==> config.mk <==
export PLATFORM = sky130hd
export DESIGN_NAME = his_top
export DESIGN_NICKNAME = d
export VERILOG_FILES = /design/src/logic/his_pkg.sv /design/src/logic/his_top.sv /design/src/logic/his_sync.sv
export VERILOG_INCLUDE_DIRS = /design/src /design/src/logic
export SDC_FILE = /design/constraint.sdc
export NUM_CORES = 1
export LEC_CHECK = 0
export BUFFER_PORTS_ARGS = -buffer_cell sky130_fd_sc_hd__buf_4
export CAP_MARGIN = 20
export CORE_AREA = 4 4 84 47
export DETAILED_ROUTE_END_ITERATION = 10
export DIE_AREA = 0 0 88 51
export PLACE_DENSITY_LB_ADDON = 0.2
export SYNTH_ARGS = -nofsm -noshare
export SYNTH_HDL_FRONTEND = slang
export SYNTH_HIERARCHICAL = 1
export SYNTH_SLANG_ARGS = --single-unit
==> constraint.sdc <==
create_clock -name core_clk -period 1.34 [get_ports core_clk]
set_input_delay 0.134 -clock core_clk [delete_from_list [all_inputs] [get_ports core_clk]]
set_output_delay 0.134 -clock core_clk [all_outputs]
set_load 0.01 [all_outputs]
==> src/logic/his_cfg.svh <==
// Timing counts, pin bit positions and reset values of the host interface select block.
`ifndef HIS_CFG_SVH
`define HIS_CFG_SVH

// ============================================================
// Clock and startup timing
// ============================================================
`define HIS_CLK_PERIOD_NS 10
`define HIS_SETTLE_NS 100
`define HIS_SETTLE_CYC ((`HIS_SETTLE_NS + `HIS_CLK_PERIOD_NS - 1) / `HIS_CLK_PERIOD_NS)
`define HIS_CNT_W 4

// ============================================================
// Host side limits, kept by the master
// ============================================================
`define HIS_SPI_SCLK_MAX_KHZ 5500
`define HIS_SPI_MAX_KBYTE_S 125
`define HIS_I2C_SCL_MAX_KHZ 400
`define HIS_I2C_MAX_KBIT_S 400

// ============================================================
// Synchronised pad inputs
// ============================================================
`define HIS_SYNC_W 4
`define HIS_BIT_SEL 0
`define HIS_BIT_PAD15 1
`define HIS_BIT_PAD29 2
`define HIS_BIT_PAD30 3

// ============================================================
// Select levels and idle values
// ============================================================
`define HIS_SEL_UART_I2C 1'b1
`define HIS_SEL_SPI 1'b0
`define HIS_UART_IDLE 1'b1
`define HIS_I2C_IDLE 1'b1
`define HIS_SPI_CS_IDLE 1'b1
`define HIS_SPI_CLK_IDLE 1'b0
`define HIS_SPI_DATA_IDLE 1'b0

`endif

==> src/logic/his_pkg.sv <==
// Types shared by the host interface select block.
package his_pkg;

   typedef enum logic [2:0] {
      HIS_ST_IDLE = 3'h1,
      HIS_ST_SETTLE = 3'h2,
      HIS_ST_RUN = 3'h4
   } his_state_t;

   typedef enum logic [1:0] {
      HIS_MODE_NONE = 2'h0,
      HIS_MODE_UART_I2C = 2'h1,
      HIS_MODE_SPI = 2'h2
   } his_mode_t;

endpackage

==> src/logic/his_top.sv <==
// Host interface select: latches the select pin at startup and routes the shared pads.
//
// Functional notes
// RQ1: Sample the select pin at startup; its level picks the pad function group.
// RQ2: Select high or open routes pads to the serial port and I2C slave.
// RQ3: Select low routes the pads to the SPI slave port.
// RQ4: SPI stays off by default since its pads belong to serial and I2C.
// RQ5: In SPI mode the I2C slave sees idle lines and is disabled.
// RQ6: SPI is slave only; host keeps SPI clock at or below 5.5 MHz.
// RQ7: I2C port is slave only: never drives the clock, only pulls data low.
// RQ8: Host keeps the I2C clock at or below 400 kHz.
// RQ9: Every selected interface carries the same message byte streams unchanged.
// RQ10: Selection is latched once per reset; later select pin changes are ignored.
`timescale 1ns/10ps
`include "his_cfg.svh"
module his_top (
   input wire logic core_clk,
   input wire logic sys_rst,
   input wire logic sel_pin,
   input wire logic pad15_in,
   output logic pad16_out,
   output logic pad16_oe,
   input wire logic pad29_in,
   output logic pad29_out,
   output logic pad29_oe,
   input wire logic pad30_in,
   output logic pad30_out,
   output logic pad30_oe,
   input wire logic uart_txd,
   output logic uart_rxd,
   output logic uart_en,
   output logic i2c_scl,
   output logic i2c_sda,
   input wire logic i2c_sda_pull_low,
   output logic i2c_en,
   input wire logic spi_miso,
   output logic spi_mosi,
   output logic spi_sclk,
   output logic spi_sclk_rise,
   output logic spi_sclk_fall,
   output logic spi_cs_n,
   output logic spi_en,
   output logic mode_valid
);

   // ============================================================
   // Pad input synchronisation
   // ============================================================
   logic [`HIS_SYNC_W-1:0] pad_async;
   logic [`HIS_SYNC_W-1:0] pad_sync;

   assign pad_async[`HIS_BIT_SEL] = sel_pin;
   assign pad_async[`HIS_BIT_PAD15] = pad15_in;
   assign pad_async[`HIS_BIT_PAD29] = pad29_in;
   assign pad_async[`HIS_BIT_PAD30] = pad30_in;

   his_sync #(
      .W(`HIS_SYNC_W)
   ) u_sync (
      .core_clk(core_clk),
      .sys_rst(sys_rst),
      .async_in(pad_async),
      .sync_out(pad_sync)
   );

   // ============================================================
   // Startup sequencer and mode latch
   // ============================================================
   his_pkg::his_state_t state_q;
   his_pkg::his_state_t state_d;
   his_pkg::his_mode_t mode_q;
   his_pkg::his_mode_t mode_d;
   logic [`HIS_CNT_W-1:0] cnt_q;
   logic [`HIS_CNT_W-1:0] cnt_d;

   always_comb begin
      state_d = state_q;
      mode_d = mode_q;
      cnt_d = cnt_q;
      case (state_q)
         his_pkg::HIS_ST_IDLE: begin
            cnt_d = '0;
            state_d = his_pkg::HIS_ST_SETTLE;
         end
         his_pkg::HIS_ST_SETTLE: begin
            // The wait lets the synchroniser fill with real pad levels first.
            if (cnt_q == `HIS_CNT_W'(`HIS_SETTLE_CYC - 1)) begin
               if (pad_sync[`HIS_BIT_SEL] == `HIS_SEL_SPI) begin
                  mode_d = his_pkg::HIS_MODE_SPI; // RQ3
               end else begin
                  mode_d = his_pkg::HIS_MODE_UART_I2C; // RQ2
               end
               state_d = his_pkg::HIS_ST_RUN; // RQ1
            end else begin
               cnt_d = cnt_q + `HIS_CNT_W'(1);
            end
         end
         his_pkg::HIS_ST_RUN: begin
            // The select pin is no longer looked at until the next reset.
            mode_d = mode_q; // RQ10
         end
         default: begin
            state_d = his_pkg::HIS_ST_IDLE;
            mode_d = his_pkg::HIS_MODE_NONE;
         end
      endcase
   end

   always_ff @(posedge core_clk) begin
      if (sys_rst) begin
         state_q <= his_pkg::HIS_ST_IDLE;
         mode_q <= his_pkg::HIS_MODE_NONE;
         cnt_q <= '0;
      end else begin
         state_q <= state_d;
         mode_q <= mode_d;
         cnt_q <= cnt_d;
      end
   end

   // ============================================================
   // Pad routing
   // ============================================================
   logic sclk_prev_q;
   logic sclk_prev_d;
   logic pad16_out_q, pad16_out_d;
   logic pad16_oe_q, pad16_oe_d;
   logic pad29_out_q, pad29_out_d;
   logic pad29_oe_q, pad29_oe_d;
   logic pad30_out_q, pad30_out_d;
   logic pad30_oe_q, pad30_oe_d;
   logic uart_rxd_q, uart_rxd_d;
   logic uart_en_q, uart_en_d;
   logic i2c_scl_q, i2c_scl_d;
   logic i2c_sda_q, i2c_sda_d;
   logic i2c_en_q, i2c_en_d;
   logic spi_mosi_q, spi_mosi_d;
   logic spi_sclk_q, spi_sclk_d;
   logic spi_rise_q, spi_rise_d;
   logic spi_fall_q, spi_fall_d;
   logic spi_cs_n_q, spi_cs_n_d;
   logic spi_en_q, spi_en_d;
   logic mode_valid_q, mode_valid_d;

   always_comb begin
      // Safe idle values: no pad driven and every core sees an idle line.
      pad16_out_d = `HIS_UART_IDLE;
      pad16_oe_d = 1'b0;
      pad29_out_d = 1'b0;
      pad29_oe_d = 1'b0; // RQ7
      pad30_out_d = 1'b0;
      pad30_oe_d = 1'b0;
      uart_rxd_d = `HIS_UART_IDLE;
      uart_en_d = 1'b0;
      i2c_scl_d = `HIS_I2C_IDLE;
      i2c_sda_d = `HIS_I2C_IDLE;
      i2c_en_d = 1'b0;
      spi_mosi_d = `HIS_SPI_DATA_IDLE;
      spi_sclk_d = `HIS_SPI_CLK_IDLE;
      spi_cs_n_d = `HIS_SPI_CS_IDLE;
      spi_en_d = 1'b0; // RQ4
      sclk_prev_d = `HIS_SPI_CLK_IDLE;
      spi_rise_d = 1'b0;
      spi_fall_d = 1'b0;
      mode_valid_d = (mode_q != his_pkg::HIS_MODE_NONE);
      case (mode_q)
         his_pkg::HIS_MODE_UART_I2C: begin
            pad16_out_d = uart_txd; // RQ9
            pad16_oe_d = 1'b1; // RQ2
            uart_rxd_d = pad_sync[`HIS_BIT_PAD15]; // RQ9
            uart_en_d = 1'b1; // RQ2
            i2c_scl_d = pad_sync[`HIS_BIT_PAD29]; // RQ7
            i2c_sda_d = pad_sync[`HIS_BIT_PAD30];
            pad30_oe_d = i2c_sda_pull_low; // RQ7
            i2c_en_d = 1'b1; // RQ2
         end
         his_pkg::HIS_MODE_SPI: begin
            spi_en_d = 1'b1; // RQ3
            spi_mosi_d = pad_sync[`HIS_BIT_PAD15]; // RQ9
            spi_sclk_d = pad_sync[`HIS_BIT_PAD29]; // RQ6
            spi_cs_n_d = pad_sync[`HIS_BIT_PAD30];
            sclk_prev_d = pad_sync[`HIS_BIT_PAD29];
            spi_rise_d = pad_sync[`HIS_BIT_PAD29] & ~sclk_prev_q;
            spi_fall_d = ~pad_sync[`HIS_BIT_PAD29] & sclk_prev_q;
            // As a slave the output pad is driven only while chip select is low.
            pad16_out_d = spi_miso;
            pad16_oe_d = ~pad_sync[`HIS_BIT_PAD30]; // RQ6
            i2c_en_d = 1'b0; // RQ5
         end
         default: begin
            mode_valid_d = 1'b0;
         end
      endcase
   end

   always_ff @(posedge core_clk) begin
      if (sys_rst) begin
         sclk_prev_q <= `HIS_SPI_CLK_IDLE;
         pad16_out_q <= `HIS_UART_IDLE;
         pad16_oe_q <= 1'b0;
         pad29_out_q <= 1'b0;
         pad29_oe_q <= 1'b0;
         pad30_out_q <= 1'b0;
         pad30_oe_q <= 1'b0;
         uart_rxd_q <= `HIS_UART_IDLE;
         uart_en_q <= 1'b0;
         i2c_scl_q <= `HIS_I2C_IDLE;
         i2c_sda_q <= `HIS_I2C_IDLE;
         i2c_en_q <= 1'b0;
         spi_mosi_q <= `HIS_SPI_DATA_IDLE;
         spi_sclk_q <= `HIS_SPI_CLK_IDLE;
         spi_rise_q <= 1'b0;
         spi_fall_q <= 1'b0;
         spi_cs_n_q <= `HIS_SPI_CS_IDLE;
         spi_en_q <= 1'b0;
         mode_valid_q <= 1'b0;
      end else begin
         sclk_prev_q <= sclk_prev_d;
         pad16_out_q <= pad16_out_d;
         pad16_oe_q <= pad16_oe_d;
         pad29_out_q <= pad29_out_d;
         pad29_oe_q <= pad29_oe_d;
         pad30_out_q <= pad30_out_d;
         pad30_oe_q <= pad30_oe_d;
         uart_rxd_q <= uart_rxd_d;
         uart_en_q <= uart_en_d;
         i2c_scl_q <= i2c_scl_d;
         i2c_sda_q <= i2c_sda_d;
         i2c_en_q <= i2c_en_d;
         spi_mosi_q <= spi_mosi_d;
         spi_sclk_q <= spi_sclk_d;
         spi_rise_q <= spi_rise_d;
         spi_fall_q <= spi_fall_d;
         spi_cs_n_q <= spi_cs_n_d;
         spi_en_q <= spi_en_d;
         mode_valid_q <= mode_valid_d;
      end
   end

   assign pad16_out = pad16_out_q;
   assign pad16_oe = pad16_oe_q;
   assign pad29_out = pad29_out_q;
   assign pad29_oe = pad29_oe_q;
   assign pad30_out = pad30_out_q;
   assign pad30_oe = pad30_oe_q;
   assign uart_rxd = uart_rxd_q;
   assign uart_en = uart_en_q;
   assign i2c_scl = i2c_scl_q;
   assign i2c_sda = i2c_sda_q;
   assign i2c_en = i2c_en_q;
   assign spi_mosi = spi_mosi_q;
   assign spi_sclk = spi_sclk_q;
   assign spi_sclk_rise = spi_rise_q;
   assign spi_sclk_fall = spi_fall_q;
   assign spi_cs_n = spi_cs_n_q;
   assign spi_en = spi_en_q;
   assign mode_valid = mode_valid_q;

endmodule

==> src/logic/his_sync.sv <==
// Two-stage synchroniser for pad inputs, one stage pair per bit.
`timescale 1ns/10ps
module his_sync #(
   parameter int W = 4
) (
   input wire logic core_clk,
   input wire logic sys_rst,
   input wire logic [W-1:0] async_in,
   output logic [W-1:0] sync_out
);

   genvar i;
   generate
      for (i = 0; i < W; i++) begin : g_bit
         logic meta_q;
         logic meta_d;
         logic stab_q;
         logic stab_d;
         always_comb begin
            meta_d = async_in[i];
            stab_d = meta_q;
         end
         always_ff @(posedge core_clk) begin
            if (sys_rst) begin
               meta_q <= 1'b1;
               stab_q <= 1'b1;
            end else begin
               meta_q <= meta_d;
               stab_q <= stab_d;
            end
         end
         assign sync_out[i] = stab_q;
      end
   endgenerate

endmodule

==> results.md, run 1 <==
- CTS Hold Bufs: 0
- Setup crit end kind: flip-flop
- Worst IR Drop VDD: 0.000869 V
- WS Path Type: reg2reg
- First-pass GRT wire length: about 3.9 mm
- Most frequent cells in the layout: buf_4 (34), dfxtp_1 (29), a21oi_1 (9)
- CP Cell Sequence: inv_2 -> ha_4 -> and3b_4 -> nor3_4 -> mux2_4 -> nor2_1
- Final setup margin: -8.05 ps
- Post-Syn Area: 1260 µm²
- Max-slew headroom: 0.643
- DP HPWL: 1.70 mm
- Placer Congestion: 0.884
- Critical path buffers and inverters: 1
- CTS root buffer: clkbuf_8
- Initial antenna violation count: 0
- Routed WL: 2.37 mm
- Vias in the first global route: roughly 850
- Count of input and output buffers: 23
- Die Span X: 88 µm
- Reg2reg path depth: 6
- Synth Register Bits: 31
- Worst-Skew Late Latency: 280 ps
- Slowest-stage cell, CP: dfxtp_2
- H-tree Lvls: 2
- Max-slew violations: 0
- Nets@finish: 173
- Worst hold path stage count: 2
- Area share of the largest cell type after synthesis: 0.494
- Family with the most delay on the worst path: simple AND/OR/NAND/NOR gates
- Critical path's largest stage delay: 330 ps
- Clk slew on worst S/H paths: 70 ps
- Vias/cell: 4.42
- Vias: 883
- Pin count of the biggest net entering global routing: 22
- Fin util: 0.504
- Final setup vio count: 1
- Power per cell area: 1260 nW/µm²
- Yosys warning total: 6
- CTS tree: yes
- Post-synth top area cell: dfxtp_1
- Endpoints failing hold: 0
- Area grow syn2layout: 30.0%
- Num CTS Buffers: 5
- RSZ-0062 raised after global routing: true
- CP max FO: 3
- Routed Antenna Nets: 0
- Main synth FF type: dfxtp_1
- Setup slack, reg-to-reg: -8 ps
- Synth unique cells: 31
- Outcome: finished, violations left
- Final period utilization: 1.01
- F_max: roughly 740 MHz
- Total gr overflow: 0
- CP startpoint kind: flip-flop
- Starting density of the core: 0.387
- Failing checks: setup timing
- Hold Crit Class: in2reg
- Post-Syn Instances: between 100 and 150
- Core area: 3250 µm²
- Antenna cell count: 0
- Total power: 0.00206 W
- DIE HEIGHT: 51 µm
- Synthesized area per cell: 9.98 µm²
- # clock sinks: 31
- Seq/Total Area, Yosys: 0.494
- Final min period: 1350 ps
- Maxcap violations: 0
- Reg-to-reg endpoint: cnt_q[1]
- Levels on crit path: 6
- Post-synth EDFFs: 0
- WL per Instance: 11.8 µm
- Hold Crit Endpoint: u_sync/g_bit[1].meta_q
- Arr. time, crit path: 1560 ps
- TNS Setup: -8.05 ps
- Die area: between 4000 and 5000 µm²
- Filler cell count: 296
- DRC Markers: 0
- All-Layer GR Usage: 0.118
- DRT iter0 DRCs: between 50 and 60
- Data required time of the critical path: ~1600 ps
- Initial DRT Pass Iterations: 4
- Most common cell after layout, fill and taps aside: buf_4
- Share of cells above drive strength 1: 0.348
- Post-synth ARST share: 0
- Synth area leaders: dfxtp_1 (49%), ha_1 (7.0%), buf_4 (4.8%)
- FF-to-FF Start: cnt_q[1]
- Clock buffer depth: 2
- Post-route insts no fill: 200
- LEAKAGE: 0.719 nW
- Ports: 27
- Row cnt: 15
- Placed instance count: 189
- Worst-margin pin slew: 535 ps
- Hold Startpoint: pad15_in
- Final Skew: 4.36 ps
-- kinds of logic (layout without fill, tap and decap cells) --
| group | after synthesis | in the layout | share of synthesized area |
|---|---|---|---|
| AND/OR/NAND/NOR | 47 | 47 | 0.232 |
| buffers and inverters | 17 | 47 | 0.0826 |
| adder cells (fa/ha/maj) | 7 | 7 | 0.0696 |
| other | 1 | 3 | 0.00298 |
| AO/OA/AOI/OAI | 19 | 19 | 0.0856 |
| multiplexers | 3 | 3 | 0.0269 |
| XOR/XNOR | 1 | 1 | 0.00697 |
| flip-flops | 31 | 31 | 0.494 |
-- sequential cells by signal, indices dropped and copies added, names as in the netlist, 2 cells and up --
| name | cells |
|---|---|
| u_sync/g_bit.meta_q | 4 |
| u_sync/g_bit.stab_q | 4 |
| state_q | 3 |
| mode_q | 2 |
| cnt_q | 4 |
-- where the power goes --
group | total [W] | switching [W] | internal [W] | leakage, nW
clock network | 0.000945 | 0.000344 | 0.000601 | 0.0612
registers | 0.000962 | 0.0000178 | 0.000944 | 0.253
logic | 0.000157 | 0.0000769 | 0.0000800 | 0.404
total | 0.00206 | 0.000439 | 0.00162 | 0.719
-- metrics by stage --
step	setup WS (ps)	hold slack (ps)	cell area, µm²
CTS	-55.2	22.6	1620
global placement	22.3	315	1470
detailed placement	-42.3	315	1470
finish	-8.05	29.7	1640
global route	-76.4	23.3	1640
floorplan	3.33	231	1270
-- worst max-delay path by stage --
stage / from / to / slack, ps
global placement: cnt_q[1] / cnt_q[1] / 20
detailed placement: cnt_q[1] / cnt_q[1] / -40
finish: cnt_q[1] / cnt_q[1] / -8
floorplan: cnt_q[0] / mode_q[1] / 3
global route: cnt_q[1] / cnt_q[1] / -80
CTS: cnt_q[1] / cnt_q[1] / -60
-- per-layer routing --
| metal | global-route usage | part of all wire |
|---|---|---|
| met1 | 0.157 | 0.52 |
| met3 | 0.0548 | 0.062 |
| met4 | 0.0306 | 0.0080 |
| met2 | 0.174 | 0.41 |
| met5 | 0 | 0 |
-- layout make-up --
type | count | area, µm² | share of cell area
tap | 42 | 52.6 | 0.0321
multi-input combinational | 80 | 568 | 0.347
inverter | 5 | 18.8 | 0.0115
sequential | 31 | 623 | 0.381
clock buffer | 6 | 82.6 | 0.0505
clock inverter | 2 | 35.0 | 0.0214
timing repair buffer | 34 | 255 | 0.156
-- synth_stat cells (2+ instances only) --
library cell / n
dfxtp_1: 31
a21oi_1: 9
buf_4: 8
or2_1: 8
ha_1: 7
nand2_1: 6
nor2_1: 6
nor2b_1: 6
o21ai_0: 6
inv_1: 5
nand2b_1: 4
nor3_1: 4
and2_1: 3
mux2_2: 3
nand3_1: 3
buf_2: 2
-- what timing repair did --
item | CTS | global route
pin swaps | 2 | 3
setup buffers | 3 | 0
resized for setup | 3 | 4
endpoints found under the setup margin | 4 | 8
No activity file was read; power rests on OpenSTA's default activity.
==> inputs of run 2 (changes only) <==
CORE_AREA = 4 4 85 47   (was 4 4 84 47)
DIE_AREA = 0 0 89 51   (was 0 0 88 51)
==> results.md, run 2 (same netlist as run 1, synthesis figures left out) <==
- Routed Antenna Nets: 0 (unchanged)
- Filler cell count: 299 (was 296)
- Die area: 4540 µm² (was 4490 µm²)
- Nets@finish: 170 (was 173)
- Vias in the first global route: 820 (was 853)
- DRC Markers: 0 (unchanged)
- TNS Setup: -8.30 ps (was -8.05 ps)
- Hold slack: 26.0 ps (was 29.7 ps)
- Outcome: finished, violations left (unchanged)
- Total gr overflow: 0 (unchanged)
- Worst setup path start: cnt_q[1] (unchanged)
- Vias: 873 (was 883)
- Row cnt: 15 (unchanged)
- Ports: 27 (unchanged)
- Final setup vio count: 1 (unchanged)
- Initial antenna violation count: 0 (unchanged)
- RSZ-0062 raised after global routing: true (unchanged)
- Power per cell area: 1270 nW/µm² (was 1260 nW/µm²)
- Top Registers: cnt_q x4, u_sync/g_bit.meta_q x4, u_sync/g_bit.stab_q x4 (unchanged)
- Max-slew violations: 0 (unchanged)
- WS Path Type: reg2reg (unchanged)
- Placer Congestion: 0.872 (was 0.884)
- Maxcap violations: 0 (unchanged)
- DR WL met2: 855 µm (was 959 µm)
- Most frequent cells in the layout: buf_4 (31), dfxtp_1 (28), a21oi_1 (9) (was buf_4 (34), dfxtp_1 (29), a21oi_1 (9))
- Total power: 0.00205 W (was 0.00206 W)
- Setup crit end kind: flip-flop (unchanged)
- Antenna cell count: 0 (unchanged)
- Pin count of the biggest net entering global routing: 22 (unchanged)
- Vias/cell: 4.43 (was 4.42)
- First-pass GRT wire length: 3.75 mm (was 3.94 mm)
- Num CTS Buffers: 5 (unchanged)
- Worst IR Drop VDD: 0.000728 V (was 0.000869 V)
- Area grow syn2layout: 28.2% (was 30.0%)
- CTS tree: yes (unchanged)
- Clk slew on worst S/H paths: 70 ps (about the same)
- CP max FO: 3 (unchanged)
- Most common cell after layout, fill and taps aside: buf_4 (unchanged)
- LEAKAGE: 0.702 nW (was 0.719 nW)
- Hold Crit Class: in2reg (unchanged)
- Uppermost layer routed: met4 (unchanged)
- Endpoints failing hold: 0 (unchanged)
- Reg2reg path depth: 6 (unchanged)
- Met1 wire length: 1.19 mm (was 1.24 mm)
- Final Skew: 5.71 ps (was 4.36 ps)
- Data required time of the critical path: 1550 ps (about the same)
- FF-to-FF Start: cnt_q[1] (unchanged)
- Core area: 3280 µm² (was 3250 µm²)
- Initial DRT Pass Iterations: 4 (unchanged)
- WL per Instance: 11.6 µm (was 11.8 µm)
- Finished Cell Area: 1610 µm² (was 1640 µm²)
- Clock buffer depth: 2 (unchanged)
- Multi-input logic area: 566 µm² (was 568 µm²)
- Register area: 624 µm² (was 623 µm²)
- Count of input and output buffers: 23 (unchanged)
- Hold Startpoint: pad30_in (was pad15_in)
- Post-CTS setup buffer count: 0 (was 3)
- H-tree Lvls: 2 (unchanged)
- Die Span X: 89 µm (was 88 µm)
- F_max: 742 MHz (about the same)
- Metal3 WL: 205 µm (was 146 µm)
- Worst hold path stage count: 2 (unchanged)
- Arr. time, crit path: 1560 ps (about the same)
- Routed WL: 2.29 mm (was 2.37 mm)
- Failing checks: setup timing (unchanged)
- CP startpoint kind: flip-flop (unchanged)
- DIE HEIGHT: 51 µm (unchanged)
- Final min period: 1350 ps (about the same)
- DP HPWL: 1.73 mm (was 1.70 mm)
- Worst-Skew Late Latency: 280 ps (about the same)
- Placed cell area: 1470 µm² (unchanged)
- All-Layer GR Usage: 0.113 (was 0.118)
- # clock sinks: 31 (unchanged)
- Final setup margin: -8.30 ps (was -8.05 ps)
- Starting density of the core: 0.383 (was 0.387)
- DRT iter0 DRCs: 23 (was 59)
- Share of cells above drive strength 1: 0.342 (was 0.348)
- Final period utilization: 1.01 (about the same)
- CTS root buffer: clkbuf_8 (unchanged)
==> run 2: worst paths after layout <==
check,to,slack [ps]
worst min register to register,u_sync/g_bit[2].stab_q,400
worst max-delay path,cnt_q[1],-8
worst max register to register,cnt_q[1],-8
worst min-delay path,u_sync/g_bit[3].meta_q,30
==> run 2: through the flow <==
stage / instances / utilization / setup slack (ps)
after detailed placement: 189 / 0.448 / -51.3
after CTS: 197 / 0.488 / -24.0
after global placement: 189 / 0.448 / 21.1
final: 197 / 0.491 / -8.30
after global routing: 197 / 0.491 / -59.1
after floorplan: 128 / - / 3.33
==> run 2: final cells by class <==
type	instances	share of cell area
Timing Repair Buffer	31	0.144
Inverter	5	0.0116
Clock buffer	6	0.0512
Tap cell	42	0.0326
Sequential cell	31	0.387
Clock inverter	2	0.0217
Multi-Input combinational cell	80	0.351
==> run 2: per-layer routing <==
| metal | global-route usage | vias up |
|---|---|---|
| li1 | - | 459 |
| met1 | 0.165 | 385 |
| met2 | 0.137 | 25 |
| met3 | 0.0515 | 4 |
| met4 | 0.0520 | 0 |
| met5 | 0 | - |
==> run 2: timing repair <==
action	in CTS	in global routing
endpoints found under the hold margin	0	0
endpoints found under the setup margin	3	7
pin swaps	0	1
hold buffers	0	0
gates resized for setup	3	5
==> run 2: critical path, stage by stage, from the launching register on <==
cell,delay [ps]
dfxtp_2,330
inv_2,40
ha_4,160
and3b_4,190
nor3_4,160
mux2_4,320
nor2_2,70
==> run 2: power breakdown <==
part	internal [W]	switching [W]	total [W]
Sequential	0.000944	0.0000166	0.000961
Clock	0.000601	0.000336	0.000937
Combinational	0.0000767	0.0000740	0.000151
